**src/verilog/pmc_pkg.sv**
```systemverilog
// constants, field layouts and carrier types of the per-axis motion block
// assumes a 250 MHz system clock and an APB master with 32-bit data
// Overview of operation
// - two pulse lines or pulse plus direction
// - constant, linear or S-curve speed profiles
// - decel point automatic or manually set
// - with manual decel point, hold speed instead of triangular profile
// - pulse count and speed change while driving
// - feedback quadrature or up/down pulses
// - quadrature counts at x1, x2 or x4
// - signed logical and real counters, read/write
// - compare with upper and lower registers
// - accel, decel and compare status outputs
// - four-step home search, enables and directions
// - sync trigger from own-axis events
// - sync action executes on other axis
// - individually enabled interrupt sources
// - four stop inputs, enable and level
// - alarm and settled inputs enable, level
// - four outputs general or drive status
// - limits with level and stop mode
// - emergency halt stops pulses immediately
package pmc_pkg;
	// *********************************************
	// timing
	// *********************************************
	localparam int          CLK_MHZ   = 250;
	localparam int          FILT_NS   = 500;
	localparam logic [7:0]  FILT_CYC  = 8'((FILT_NS * CLK_MHZ + 999) / 1000);
	localparam int          PULSE_NS  = 100;
	localparam logic [7:0]  PULSE_CYC = 8'((PULSE_NS * CLK_MHZ + 999) / 1000);
	localparam int          PROF_US   = 1;
	localparam logic [15:0] PROF_CYC  = 16'(PROF_US * CLK_MHZ);
	localparam longint      MAX_PPS   = 4000000;
	localparam logic [31:0] MAX_RATE  = 32'((MAX_PPS << 32) / (longint'(CLK_MHZ) * 1000000));
	// *********************************************
	// register offsets
	// *********************************************
	localparam logic [7:0] A_CMD = 8'h00, A_MODE = 8'h04, A_PULSES = 8'h08, A_SPEED = 8'h0C;
	localparam logic [7:0] A_INIT = 8'h10, A_ACCEL = 8'h14, A_DECEL = 8'h18, A_JERK = 8'h1C;
	localparam logic [7:0] A_DPOINT = 8'h20, A_LPOS = 8'h24, A_RPOS = 8'h28, A_UPPER = 8'h2C;
	localparam logic [7:0] A_LOWER = 8'h30, A_STATUS = 8'h34, A_INT_EN = 8'h38, A_INT_ST = 8'h3C;
	localparam logic [7:0] A_HOME = 8'h40, A_HLOW = 8'h44, A_SYNC = 8'h48, A_SVAL = 8'h4C;
	localparam logic [7:0] A_LATCH_L = 8'h50, A_LATCH_R = 8'h54, A_GENOUT = 8'h58;
	localparam logic [31:0] SPEED_RST = 32'h0000_1000, INIT_RST = 32'h0000_0100;
	localparam logic [31:0] ACCEL_RST = 32'h0000_0010;
	// command bits
	localparam int C_FIX_P = 0, C_FIX_M = 1, C_CON_P = 2, C_CON_M = 3, C_DSTOP = 4;
	localparam int C_ISTOP = 5, C_HOME = 6, C_ACTIVATE = 7, C_LATCH = 8;
	// interrupt bits
	localparam int I_PULSE = 0, I_CST = 1, I_CEND = 2, I_DEND = 3, I_UP_SET = 4;
	localparam int I_UP_CLR = 5, I_LO_SET = 6, I_LO_CLR = 7, I_HOME = 8, I_SYNC = 9, NINT = 10;
	localparam logic [1:0] PR_CONST = 2'h0, PR_LINEAR = 2'h1, PR_SCURVE = 2'h2;
	typedef enum logic [3:0] {
		ACT_NONE = 4'h0, ACT_FIX_P = 4'h1, ACT_FIX_M = 4'h2, ACT_CON_P = 4'h3,
		ACT_CON_M = 4'h4, ACT_DSTOP = 4'h5, ACT_ISTOP = 4'h6, ACT_SAVE = 4'h7,
		ACT_LOAD = 4'h8, ACT_SET_PULSES = 4'h9, ACT_SET_SPEED = 4'hA, ACT_IRQ = 4'hB
	} pmc_act_t;
	typedef enum logic [3:0] {
		TR_UP_SET = 4'h0, TR_UP_CLR = 4'h1, TR_LO_SET = 4'h2, TR_LO_CLR = 4'h3,
		TR_START = 4'h4, TR_END = 4'h5, TR_IN3_RISE = 4'h6, TR_IN3_FALL = 4'h7,
		TR_LATCH = 4'h8, TR_ACTIVATE = 4'h9
	} pmc_trig_t;
	// *********************************************
	// carrier types
	// *********************************************
	typedef struct packed {
		logic       ext_plus_drive_in;
		logic       ext_minus_drive_in;
		logic [3:0] stop_in;
		logic       limit_plus_in;
		logic       limit_minus_in;
		logic       servo_alarm_in;
		logic       servo_settled_in;
		logic       emergency_halt_in;
		logic       enc_a_in;
		logic       enc_b_in;
	} pmc_field_t;
	typedef struct packed {
		logic     req;
		pmc_act_t action;
	} pmc_sync_t;
	typedef struct packed {
		logic       reserved;
		logic       ext_cont;
		logic       soft_limit_en;
		logic [3:0] out_status_sel;
		logic [3:0] stop_instant;
		logic [3:0] stop_level;
		logic [3:0] stop_en;
		logic       settled_level;
		logic       settled_en;
		logic       alarm_level;
		logic       alarm_en;
		logic       limit_level;
		logic       limit_instant;
		logic [1:0] quad_mult;
		logic       fb_updown;
		logic       manual_decel;
		logic [1:0] profile;
		logic       pulse_dir_fmt;
	} pmc_mode_t;
	typedef struct packed {
		logic [21:0] reserved;
		logic        cmp_real;
		logic        enable;
		pmc_act_t    action;
		pmc_trig_t   trigger;
	} pmc_synccfg_t;
endpackage

```
**src/verilog/pmc_axis.sv**
```systemverilog
// one axis of the pulse-train motion controller with its APB register file
// assumes field inputs already synchronous to CLK_I; emergency shared by all axes
`timescale 1ns/100ps
module pmc_axis (
	input  wire logic                CLK_I,
	input  wire logic                RST_N_I,
	input  wire logic                PSEL_I,
	input  wire logic                PENABLE_I,
	input  wire logic                PWRITE_I,
	input  wire logic [7:0]          PADDR_I,
	input  wire logic [31:0]         PWDATA_I,
	output logic      [31:0]         PRDATA_O,
	output logic                     PREADY_O,
	output logic                     PSLVERR_O,
	input  wire pmc_pkg::pmc_field_t FIELD_I,
	input  wire pmc_pkg::pmc_sync_t  SYNC_I,
	output pmc_pkg::pmc_sync_t       SYNC_O,
	output logic                     PULSE_A_O,
	output logic                     PULSE_B_O,
	output logic      [3:0]          OUT_O,
	output logic                     IRQ_O
);
	import pmc_pkg::*;
	localparam int NF = 11;
	typedef enum logic [4:0] {
		D_IDLE = 5'b00001, D_ACC = 5'b00010, D_CST = 5'b00100,
		D_DEC = 5'b01000, D_SET = 5'b10000
	} pmc_drv_t;
	typedef enum logic [4:0] {
		H_IDLE = 5'b00001, H_S1 = 5'b00010, H_S2 = 5'b00100,
		H_S3 = 5'b01000, H_S4 = 5'b10000
	} pmc_home_t;
	pmc_mode_t    mode;
	pmc_synccfg_t scfg;
	pmc_drv_t     st, st_q;
	pmc_home_t    hst;
	logic [31:0]  pulses, speed, init_sp, accel, decel, jerk, dpoint, upper, lower;
	logic [31:0]  lpos, rpos, sval, latch_l, latch_r, hlow;
	logic [7:0]   hcfg;
	logic [3:0]   genout;
	logic [NINT-1:0] int_en, int_st, ev;
	logic [31:0]  done, ramp, cur, acc_now, ph, remaining, tgt, tgt_raw, ini, pos;
	logic [32:0]  ph_sum, up_sum;
	logic         dir, cont, tick, carry, busy, busy_q, h_go, home_done;
	logic [7:0]   pw;
	logic [15:0]  pdiv;
	logic         prof_tick;
	logic [NF-1:0] fin, ff, ff_q;
	logic [1:0]   ab_q;
	logic [2:0]   h_from;
	logic         idx_q, above, below, above_q, below_q;
	logic         wr, cmd_wr, mapped;
	logic         start_req, start_dir, start_cont, stop_dec, stop_inst;
	logic         fb_ev, fb_up, sync_fire, s_act, at_dpoint;
	logic [3:0]   stop_act, stat4;
	logic         lim_p, lim_m, alarm_act, settled_act, emerg;
	// *********************************************
	// input filters
	// *********************************************
	assign fin = {FIELD_I.ext_plus_drive_in, FIELD_I.ext_minus_drive_in, FIELD_I.stop_in,
		FIELD_I.limit_plus_in, FIELD_I.limit_minus_in, FIELD_I.servo_alarm_in,
		FIELD_I.servo_settled_in, FIELD_I.emergency_halt_in};
	genvar g;
	generate
		for (g = 0; g < NF; g++)
		begin : g_filt
			logic [7:0] cnt;
			logic       q;
			always_ff @(posedge CLK_I)
			begin
				if (!RST_N_I)
				begin
					cnt <= 8'h00;
					q <= 1'b0;
				end
				else if (fin[g] == q)
					cnt <= 8'h00;
				else if (cnt == FILT_CYC - 8'h01)
				begin
					q <= fin[g];
					cnt <= 8'h00;
				end
				else
					cnt <= cnt + 8'h01;
			end
			assign ff[g] = q;
		end
	endgenerate
	// ff bits: 10 ext+, 9 ext-, 8..5 stop[3:0], 4 lim+, 3 lim-, 2 alarm, 1 settled, 0 emerg
	assign lim_p = ff[4] == mode.limit_level;
	assign lim_m = ff[3] == mode.limit_level;
	assign alarm_act = mode.alarm_en && (ff[2] == mode.alarm_level);
	assign settled_act = !mode.settled_en || (ff[1] == mode.settled_level);
	assign emerg = ff[0];
	generate
		for (g = 0; g < 4; g++)
		begin : g_stop
			assign stop_act[g] = mode.stop_en[g] && (ff[5 + g] == mode.stop_level[g]);
		end
	endgenerate
	// *********************************************
	// APB slave
	// *********************************************
	assign wr = PSEL_I && PENABLE_I && PWRITE_I;
	assign cmd_wr = wr && (PADDR_I == A_CMD);
	assign mapped = (PADDR_I[1:0] == 2'h0) && (PADDR_I <= A_GENOUT);
	assign PREADY_O = 1'b1;
	always_ff @(posedge CLK_I)
	begin
		if (!RST_N_I)
		begin
			PRDATA_O <= 32'h0000_0000;
			PSLVERR_O <= 1'b0;
		end
		else if (PSEL_I && !PENABLE_I)
		begin
			PSLVERR_O <= !mapped;
			unique case (PADDR_I)
				A_MODE:    PRDATA_O <= mode;
				A_PULSES:  PRDATA_O <= pulses;
				A_SPEED:   PRDATA_O <= speed;
				A_INIT:    PRDATA_O <= init_sp;
				A_ACCEL:   PRDATA_O <= accel;
				A_DECEL:   PRDATA_O <= decel;
				A_JERK:    PRDATA_O <= jerk;
				A_DPOINT:  PRDATA_O <= dpoint;
				A_LPOS:    PRDATA_O <= lpos;
				A_RPOS:    PRDATA_O <= rpos;
				A_UPPER:   PRDATA_O <= upper;
				A_LOWER:   PRDATA_O <= lower;
				A_STATUS:  PRDATA_O <= {17'h0, hst != H_IDLE, ff[1], ff[2], ff[3], ff[4],
					ff[8:5], below, above, st == D_CST, st == D_DEC, st == D_ACC, busy};
				A_INT_EN:  PRDATA_O <= {22'h0, int_en};
				A_INT_ST:  PRDATA_O <= {22'h0, int_st};
				A_HOME:    PRDATA_O <= {24'h0, hcfg};
				A_HLOW:    PRDATA_O <= hlow;
				A_SYNC:    PRDATA_O <= scfg;
				A_SVAL:    PRDATA_O <= sval;
				A_LATCH_L: PRDATA_O <= latch_l;
				A_LATCH_R: PRDATA_O <= latch_r;
				A_GENOUT:  PRDATA_O <= {28'h0, genout};
				default:   PRDATA_O <= 32'h0000_0000;
			endcase
		end
	end
	assign s_act = SYNC_I.req;
	always_ff @(posedge CLK_I)
	begin
		if (!RST_N_I)
		begin
			mode <= '0;
			scfg <= '0;
			pulses <= 32'h0000_0000;
			speed <= SPEED_RST;
			init_sp <= INIT_RST;
			accel <= ACCEL_RST;
			decel <= ACCEL_RST;
			jerk <= ACCEL_RST;
			dpoint <= 32'h0000_0000;
			upper <= 32'h7FFF_FFFF;
			lower <= 32'h8000_0000;
			int_en <= '0;
			hcfg <= 8'h00;
			hlow <= INIT_RST;
			sval <= 32'h0000_0000;
			genout <= 4'h0;
		end
		else
		begin
			if (wr)
			begin
				unique case (PADDR_I)
					A_MODE:   mode <= PWDATA_I;
					A_PULSES: pulses <= PWDATA_I;
					A_SPEED:  speed <= PWDATA_I;
					A_INIT:   init_sp <= PWDATA_I;
					A_ACCEL:  accel <= PWDATA_I;
					A_DECEL:  decel <= PWDATA_I;
					A_JERK:   jerk <= PWDATA_I;
					A_DPOINT: dpoint <= PWDATA_I;
					A_UPPER:  upper <= PWDATA_I;
					A_LOWER:  lower <= PWDATA_I;
					A_INT_EN: int_en <= PWDATA_I[NINT-1:0];
					A_HOME:   hcfg <= PWDATA_I[7:0];
					A_HLOW:   hlow <= PWDATA_I;
					A_SYNC:   scfg <= PWDATA_I;
					A_SVAL:   sval <= PWDATA_I;
					A_GENOUT: genout <= PWDATA_I[3:0];
					default:  ;
				endcase
			end
			if (s_act && SYNC_I.action == ACT_SET_PULSES)
				pulses <= sval;
			if (s_act && SYNC_I.action == ACT_SET_SPEED)
				speed <= sval;
		end
	end
	// *********************************************
	// start and stop requests
	// *********************************************
	always_comb
	begin
		start_req = 1'b0;
		start_dir = 1'b0;
		start_cont = 1'b0;
		if (hst != H_IDLE && !h_go && st == D_IDLE)
		begin
			start_req = 1'b1;
			start_dir = (hst == H_S1) ? hcfg[4] : (hst == H_S2) ? hcfg[5] :
				(hst == H_S3) ? hcfg[6] : hcfg[7];
			start_cont = hst != H_S4;
		end
		else if (cmd_wr && |PWDATA_I[C_CON_M:C_FIX_P])
		begin
			start_req = 1'b1;
			start_dir = PWDATA_I[C_FIX_M] || PWDATA_I[C_CON_M];
			start_cont = PWDATA_I[C_CON_P] || PWDATA_I[C_CON_M];
		end
		else if (s_act && SYNC_I.action inside {ACT_FIX_P, ACT_FIX_M, ACT_CON_P, ACT_CON_M})
		begin
			start_req = 1'b1;
			start_dir = SYNC_I.action inside {ACT_FIX_M, ACT_CON_M};
			start_cont = SYNC_I.action inside {ACT_CON_P, ACT_CON_M};
		end
		else if ((ff[10] && !ff_q[10]) || (ff[9] && !ff_q[9]))
		begin
			start_req = 1'b1;
			start_dir = ff[9];
			start_cont = mode.ext_cont;
		end
	end
	always_comb
	begin
		stop_inst = emerg || alarm_act;
		stop_inst = stop_inst || (cmd_wr && PWDATA_I[C_ISTOP]);
		stop_inst = stop_inst || (s_act && SYNC_I.action == ACT_ISTOP);
		stop_inst = stop_inst || |(stop_act & mode.stop_instant);
		stop_inst = stop_inst || (mode.limit_instant && (dir ? lim_m : lim_p));
		stop_dec = cmd_wr && PWDATA_I[C_DSTOP];
		stop_dec = stop_dec || (s_act && SYNC_I.action == ACT_DSTOP);
		stop_dec = stop_dec || |(stop_act & ~mode.stop_instant);
		stop_dec = stop_dec || (!mode.limit_instant && (dir ? lim_m : lim_p));
		stop_dec = stop_dec || (mode.soft_limit_en && (dir ? below : above));
		stop_dec = stop_dec || (mode.ext_cont && ((!ff[10] && ff_q[10]) || (!ff[9] && ff_q[9])));
		stop_dec = stop_dec || (h_go && hst == H_S1 && stop_act[1]);
		stop_inst = stop_inst || (h_go && hst == H_S2 && stop_act[2]);
		stop_inst = stop_inst || (h_go && hst == H_S3 && FIELD_I.stop_in[0] && !idx_q);
	end
	// *********************************************
	// drive profile and pulse generation
	// *********************************************
	assign busy = st != D_IDLE;
	assign remaining = (done >= pulses) ? 32'h0000_0000 : pulses - done;
	assign tgt_raw = (hst == H_S2 || hst == H_S3) ? hlow : speed;
	assign tgt = (tgt_raw > MAX_RATE) ? MAX_RATE : tgt_raw;
	assign ini = (init_sp > tgt) ? tgt : init_sp;
	assign at_dpoint = !cont && mode.profile != PR_CONST &&
		(mode.manual_decel ? remaining <= dpoint : remaining <= ramp);
	assign ph_sum = {1'b0, ph} + {1'b0, cur};
	assign up_sum = {1'b0, cur} + {1'b0, acc_now};
	assign carry = ph_sum[32] && (cont || remaining != 32'h0000_0000);
	always_ff @(posedge CLK_I)
	begin
		if (!RST_N_I)
			pdiv <= 16'h0000;
		else if (pdiv == PROF_CYC - 16'h0001)
			pdiv <= 16'h0000;
		else
			pdiv <= pdiv + 16'h0001;
	end
	assign prof_tick = pdiv == 16'h0000;
	always_ff @(posedge CLK_I)
	begin
		if (!RST_N_I)
		begin
			st <= D_IDLE;
			dir <= 1'b0;
			cont <= 1'b0;
			done <= 32'h0000_0000;
			ramp <= 32'h0000_0000;
			cur <= 32'h0000_0000;
			acc_now <= 32'h0000_0000;
			ph <= 32'h0000_0000;
			tick <= 1'b0;
		end
		else
		begin
			tick <= (st inside {D_ACC, D_CST, D_DEC}) && carry;
			if (st inside {D_ACC, D_CST, D_DEC})
				ph <= ph_sum[31:0];
			if (tick)
				done <= done + 32'h0000_0001;
			if (tick && st == D_ACC)
				ramp <= ramp + 32'h0000_0001;
			if (busy && st != D_SET && (stop_inst || (!cont && remaining == 32'h0000_0000)))
				st <= mode.settled_en ? D_SET : D_IDLE;
			else
			begin
				unique case (st)
					D_IDLE:
					begin
						if (start_req && !stop_inst)
						begin
							st <= (mode.profile == PR_CONST) ? D_CST : D_ACC;
							cur <= (mode.profile == PR_CONST) ? tgt : ini;
							acc_now <= (mode.profile == PR_SCURVE) ? 32'h0000_0000 : accel;
							dir <= start_dir;
							cont <= start_cont;
							done <= 32'h0000_0000;
							ramp <= 32'h0000_0000;
							ph <= 32'h0000_0000;
						end
					end
					D_ACC:
					begin
						if (stop_dec || at_dpoint)
						begin
							st <= D_DEC;
							acc_now <= (mode.profile == PR_SCURVE) ? 32'h0000_0000 : decel;
						end
						else if (!cont && done >= remaining)
							st <= D_CST;
						else if (prof_tick)
						begin
							if (mode.profile == PR_SCURVE)
								acc_now <= (acc_now + jerk > accel) ? accel : acc_now + jerk;
							if (up_sum >= {1'b0, tgt})
							begin
								cur <= tgt;
								st <= D_CST;
							end
							else
								cur <= up_sum[31:0];
						end
					end
					D_CST:
					begin
						if (stop_dec || at_dpoint)
						begin
							st <= (mode.profile == PR_CONST && cont) ? D_IDLE : D_DEC;
							acc_now <= (mode.profile == PR_SCURVE) ? 32'h0000_0000 : decel;
						end
						else if (mode.profile == PR_CONST)
							cur <= tgt;
						else if (prof_tick && tgt > cur)
							cur <= (tgt - cur > accel) ? cur + accel : tgt;
						else if (prof_tick && tgt < cur)
							cur <= (cur - tgt > decel) ? cur - decel : tgt;
					end
					D_DEC:
					begin
						if (cont && cur <= ini)
							st <= mode.settled_en ? D_SET : D_IDLE;
						else if (prof_tick)
						begin
							if (mode.profile == PR_SCURVE)
								acc_now <= (acc_now + jerk > decel) ? decel : acc_now + jerk;
							cur <= (cur < ini + acc_now) ? ini : cur - acc_now;
						end
					end
					D_SET:
					begin
						if (settled_act)
							st <= D_IDLE;
					end
					default: st <= D_IDLE;
				endcase
			end
		end
	end
	always_ff @(posedge CLK_I)
	begin
		if (!RST_N_I)
		begin
			pw <= 8'h00;
			PULSE_A_O <= 1'b0;
			PULSE_B_O <= 1'b0;
		end
		else
		begin
			pw <= tick ? PULSE_CYC : (pw != 8'h00) ? pw - 8'h01 : 8'h00;
			PULSE_A_O <= (pw != 8'h00) && (mode.pulse_dir_fmt || !dir);
			PULSE_B_O <= mode.pulse_dir_fmt ? dir : (pw != 8'h00) && dir;
		end
	end
	// *********************************************
	// position counters and compare
	// *********************************************
	always_comb
	begin
		fb_ev = 1'b0;
		fb_up = 1'b0;
		if (mode.fb_updown)
		begin
			fb_ev = (FIELD_I.enc_a_in && !ab_q[1]) ^ (FIELD_I.enc_b_in && !ab_q[0]);
			fb_up = FIELD_I.enc_a_in && !ab_q[1];
		end
		else
		begin
			fb_up = FIELD_I.enc_a_in ^ ab_q[0];
			unique case (mode.quad_mult)
				2'h0:    fb_ev = FIELD_I.enc_a_in && !ab_q[1];
				2'h1:    fb_ev = FIELD_I.enc_a_in ^ ab_q[1];
				default: fb_ev = (FIELD_I.enc_a_in ^ ab_q[1]) || (FIELD_I.enc_b_in ^ ab_q[0]);
			endcase
		end
	end
	always_ff @(posedge CLK_I)
	begin
		if (!RST_N_I)
		begin
			lpos <= 32'h0000_0000;
			rpos <= 32'h0000_0000;
			latch_l <= 32'h0000_0000;
			latch_r <= 32'h0000_0000;
		end
		else
		begin
			if (wr && PADDR_I == A_LPOS)
				lpos <= PWDATA_I;
			else if (s_act && SYNC_I.action == ACT_LOAD)
				lpos <= sval;
			else if (tick)
				lpos <= dir ? lpos - 32'h0000_0001 : lpos + 32'h0000_0001;
			if (wr && PADDR_I == A_RPOS)
				rpos <= PWDATA_I;
			else if (fb_ev)
				rpos <= fb_up ? rpos + 32'h0000_0001 : rpos - 32'h0000_0001;
			if ((s_act && SYNC_I.action == ACT_SAVE) || (cmd_wr && PWDATA_I[C_LATCH]))
			begin
				latch_l <= lpos;
				latch_r <= rpos;
			end
		end
	end
	assign pos = scfg.cmp_real ? rpos : lpos;
	assign above = $signed(pos) >= $signed(upper);
	assign below = $signed(pos) < $signed(lower);
	// *********************************************
	// home search
	// *********************************************
	function automatic pmc_home_t next_step(input logic [2:0] from, input logic [3:0] en);
		pmc_home_t r;
		r = H_IDLE;
		for (int k = 3; k >= 0; k--)
		begin
			if (en[k] && k >= int'(from))
				r = pmc_home_t'(5'(2) << k);
		end
		return r;
	endfunction
	// number of the active step, 1 to 4; the search resumes above it
	assign h_from = {hst[4], hst[2] || hst[3], hst[1] || hst[3]};
	always_ff @(posedge CLK_I)
	begin
		if (!RST_N_I)
		begin
			hst <= H_IDLE;
			h_go <= 1'b0;
			home_done <= 1'b0;
		end
		else
		begin
			home_done <= 1'b0;
			if (hst == H_IDLE)
			begin
				if (cmd_wr && PWDATA_I[C_HOME] && !busy)
					hst <= next_step(3'h0, hcfg[3:0]);
			end
			else if (emerg || alarm_act)
			begin
				hst <= H_IDLE;
				h_go <= 1'b0;
			end
			else if (start_req && !h_go)
				h_go <= 1'b1;
			else if (h_go && !busy)
			begin
				h_go <= 1'b0;
				hst <= next_step(h_from, hcfg[3:0]);
				// done once no enabled step follows the one just finished
				home_done <= next_step(h_from, hcfg[3:0]) == H_IDLE;
			end
		end
	end
	// *********************************************
	// synchronous action, events, interrupt, outputs
	// *********************************************
	always_comb
	begin
		unique case (scfg.trigger)
			TR_UP_SET:   sync_fire = above && !above_q;
			TR_UP_CLR:   sync_fire = !above && above_q;
			TR_LO_SET:   sync_fire = below && !below_q;
			TR_LO_CLR:   sync_fire = !below && below_q;
			TR_START:    sync_fire = busy && !busy_q;
			TR_END:      sync_fire = !busy && busy_q;
			TR_IN3_RISE: sync_fire = ff[8] && !ff_q[8];
			TR_IN3_FALL: sync_fire = !ff[8] && ff_q[8];
			TR_LATCH:    sync_fire = cmd_wr && PWDATA_I[C_LATCH];
			TR_ACTIVATE: sync_fire = cmd_wr && PWDATA_I[C_ACTIVATE];
			default:     sync_fire = 1'b0;
		endcase
	end
	assign ev[I_PULSE] = tick;
	assign ev[I_CST] = st == D_CST && st_q != D_CST;
	assign ev[I_CEND] = st_q == D_CST && st != D_CST;
	assign ev[I_DEND] = !busy && busy_q;
	assign ev[I_UP_SET] = above && !above_q;
	assign ev[I_UP_CLR] = !above && above_q;
	assign ev[I_LO_SET] = !below && below_q;
	assign ev[I_LO_CLR] = below && !below_q;
	assign ev[I_HOME] = home_done;
	assign ev[I_SYNC] = (scfg.enable && sync_fire) || (s_act && SYNC_I.action == ACT_IRQ);
	assign stat4 = {below, above, st == D_DEC, st == D_ACC};
	always_ff @(posedge CLK_I)
	begin
		if (!RST_N_I)
		begin
			st_q <= D_IDLE;
			busy_q <= 1'b0;
			above_q <= 1'b0;
			below_q <= 1'b0;
			ff_q <= '0;
			ab_q <= 2'h0;
			idx_q <= 1'b0;
			int_st <= '0;
			IRQ_O <= 1'b0;
			SYNC_O <= '0;
			OUT_O <= 4'h0;
		end
		else
		begin
			st_q <= st;
			busy_q <= busy;
			above_q <= above;
			below_q <= below;
			ff_q <= ff;
			ab_q <= {FIELD_I.enc_a_in, FIELD_I.enc_b_in};
			idx_q <= FIELD_I.stop_in[0];
			// a new event wins over a same-cycle write-one clear
			int_st <= (int_st & ~((wr && PADDR_I == A_INT_ST) ? PWDATA_I[NINT-1:0] : '0)) | ev;
			IRQ_O <= |(int_st & int_en);
			SYNC_O.req <= scfg.enable && sync_fire;
			SYNC_O.action <= scfg.action;
			for (int i = 0; i < 4; i++)
				OUT_O[i] <= mode.out_status_sel[i] ? stat4[i] : genout[i];
		end
	end
endmodule

```
**config.mk**
```make
export PLATFORM = sky130hd
export DESIGN_NAME = pmc_axis
export DESIGN_NICKNAME = d
export VERILOG_FILES = /design/src/verilog/pmc_pkg.sv /design/src/verilog/pmc_axis.sv
export SDC_FILE = /design/constraint.sdc
export NUM_CORES = 2
export LEC_CHECK = 0
export BUFFER_PORTS_ARGS = -buffer_cell sky130_fd_sc_hd__buf_2
export CORE_MARGIN = 3
export CORE_UTILIZATION = 25
export DETAILED_ROUTE_END_ITERATION = 10
export PLACE_DENSITY_LB_ADDON = 0.1
export SYNTH_ARGS = -nofsm -noshare
export SYNTH_HDL_FRONTEND = slang
export SYNTH_SLANG_ARGS = --single-unit
```
**constraint.sdc**
```tcl
create_clock -name CLK_I -period 12.3 [get_ports CLK_I]
set_clock_uncertainty 0.15 [all_clocks]
set_input_delay 3.69 -clock CLK_I [delete_from_list [all_inputs] [get_ports CLK_I]]
set_output_delay 3.69 -clock CLK_I [all_outputs]
set_load 0.03 [all_outputs]
```
==> metrics.txt <==
vias in the first global route=72470; CTS H-Tree Depth=4; Avg WL per Cell=29.13 um; first-pass GRT wire length=553900 um; Slowest Stage Delay on Critical Path=0.48 ns; Crit path max-delay family=simple AND/OR/NAND/NOR gates; share of cells above drive strength 1=0.08016; crit path DAT=12.47 ns; core area=between 0.2 and 0.3 mm2; number of antenna violations at the first check in global routing=17; max FFs per register=88; CTS root buffer=clkbuf_16; period utilisation layout=0.9690; top-count cell post-synth=nand2_1; CP dominant cell by count=a21oi_1; status=completed; Cell Rows=197; pwr/cell area=about 170 mW/mm2; dominant synthesized flop cell=dfxtp_1; Post-synth top cells=1392 x nand2_1, 1019 x a21oi_1, 933 x dfxtp_1; register bit total from synthesis=933; clk sinks=slightly above 900; Yosys top cell area share=0.2561; residual DRC count=0; minimum clock period after layout=between 10 and 15 ns; Die Y=546.1 um; Area Growth Syn to Fin=14.28%; grt ovf=0; HP Class=reg2reg; via count=75500; Overall Global Routing Usage=0.2547; Post-Syn Instances=9638; Top reg by flops=g_filt.cnt; number of fill cells=31310; buffers from clock root to sink, at most=4; final hold violation count=0; crit path max fanout=9; Max VDD drop=216.5 uV; largest cells by area after synthesis=dfxtp_1 26%, ha_1 14%, nand2_1 7.2%, a21oi_1 7.0%, nor2_1 4.0%; critical path class=reg2reg; Worst-Skew Late Latency=0.86 ns; Synth cell types=100; Critical Path Sink Type=register; RSZ-0062 raised after global routing=no; asr flop ratio synth=0; DPL Wire Length=between 300000 and 400000 um; Slew headroom=0.1014; CTS tree=done; # hold bufs at CTS=0; Setup Viol. Count Final=0; fmax=83.90 MHz; CTS Buf Count=137; Starting DRT DRC Count=~7500; gpl congestion=0.9715; Routed WL=397500 um; Seq/Total Area, Yosys=0.2561; synthesized area=0.07293 mm2; total power=13.93 mW; I/O Buffers=107; Syn. warnings=0; slowest stage cell, crit path=or4_1; Die X=approximately 550 um; max cap viols=0; Worst-path clk slew=roughly 0.060 ns; Startpoint Class=register; Worst Path Required=12.85 ns; CP bufs+invs=5; setup TNS=0 ns; Worst-Margin Slew=between 1 and 1.5 ns; TritonRoute pass-1 iters=9; largest net degree at the start of global routing=162; Starting Density=0.2522; total die area=roughly 0.30 mm2; Ports=between 100 and 150; dominant cell type by area after synthesis=dfxtp_1; max-slew violation count=0; P_leak=between 30 and 40 nW; Via density=5.532; DRT antenna net count=0; nets=10550; number of enable flip-flop cells after synthesis=0; syn avg cell area=7.567 um2
[path summary, 6_finish.rpt]
| kind | from | depth (start not counted) | to | slack, ns |
|---|---|---|---|---|
| worst max register to register | speed[21] | 44 | cur[29] | 0.38 |
| worst max-delay path | speed[21] | 44 | cur[29] | 0.38 |
| worst min register to register | latch_r[27] | 2 | latch_r[27] | 0.30 |
| worst min-delay path | latch_r[27] | 2 | latch_r[27] | 0.30 |
[routing by layer]
layer / vias up / global-route usage / share of wire
met2: 3024 / 0.3919 / 0.43
met5: - / 0 / 0.000033
met1: 37040 / 0.3529 / 0.45
li1: 34840 / - / -
met4: 2 / 0.1142 / 0.052
met3: 588 / 0.03271 / 0.067
[cell usage in the layout, fill, tap and decap left out, types with 226 or more instances in the layout]
master and n:
o21ai_0 378, inv_1 563, dfxtp_1 931, ha_1 815, xnor2_1 281, nand2_1 1383
a21oi_1 1016, nand3_1 226, buf_4 256, nor2_1 754
[worst reg2reg max path: cells and delay by family, from the launching register on]
kind                     cells  cell delay [ns]
AND/OR/NAND/NOR             17             4.60
adder cells (fa/ha/maj)      4             1.32
flip-flops                   1             0.35
multiplexers                 2             0.42
AO/OA/AOI/OAI               16             3.90
buffers and inverters        5             1.02
[through the flow]
step	hold slack (ns)	instance area, um2	cells	utilization	setup slack, ns
after global placement	0.2879	78800	13400	0.2725	0.4848
after CTS	0.3007	83300	13640	0.2881	0.2425
after global routing	0.3159	83330	13640	0.2882	0.009710
final	0.3015	83350	13650	0.2883	0.3817
after floorplan	0.2630	73000	9656	-	2.023
after detailed placement	0.2933	78800	13400	0.2725	0.3670
[power breakdown]
group          internal [mW]  switching (mW)
Combinational           2.28            4.20
Sequential              3.13           0.205
Clock                   2.44            1.67
[kinds of logic (layout without fill, tap and decap cells)]
group | Yosys count | after routing | synth area share
buffers and inverters | 1070 | 1170 | 0.05588
XOR/XNOR | 482 | 482 | 0.05789
other | 2 | 30 | 0.0001030
multiplexers | 185 | 185 | 0.02615
AND/OR/NAND/NOR | 3327 | 3327 | 0.2081
adder cells (fa/ha/maj) | 827 | 827 | 0.1431
flip-flops | 933 | 933 | 0.2561
AO/OA/AOI/OAI | 2812 | 2812 | 0.2527
[final cells by class]
type                       count  area [um2]  area share
multi-input combinational   7653       50630      0.6075
sequential                   933       18680      0.2241
tap                         3880        4855     0.05825
clock buffer                 195        3969     0.04762
timing repair buffer         366        2524     0.03028
inverter                     565        2128     0.02554
clock inverter                44       534.3    0.006410
antenna                       10       25.02   0.0003002
[timing repair]
item                       4_1_cts  5_1_grt
setup buffers                    0        0
setup endpoints to repair        0       17
gates resized for setup          0        4
No activity file was read; power rests on OpenSTA's default activity.
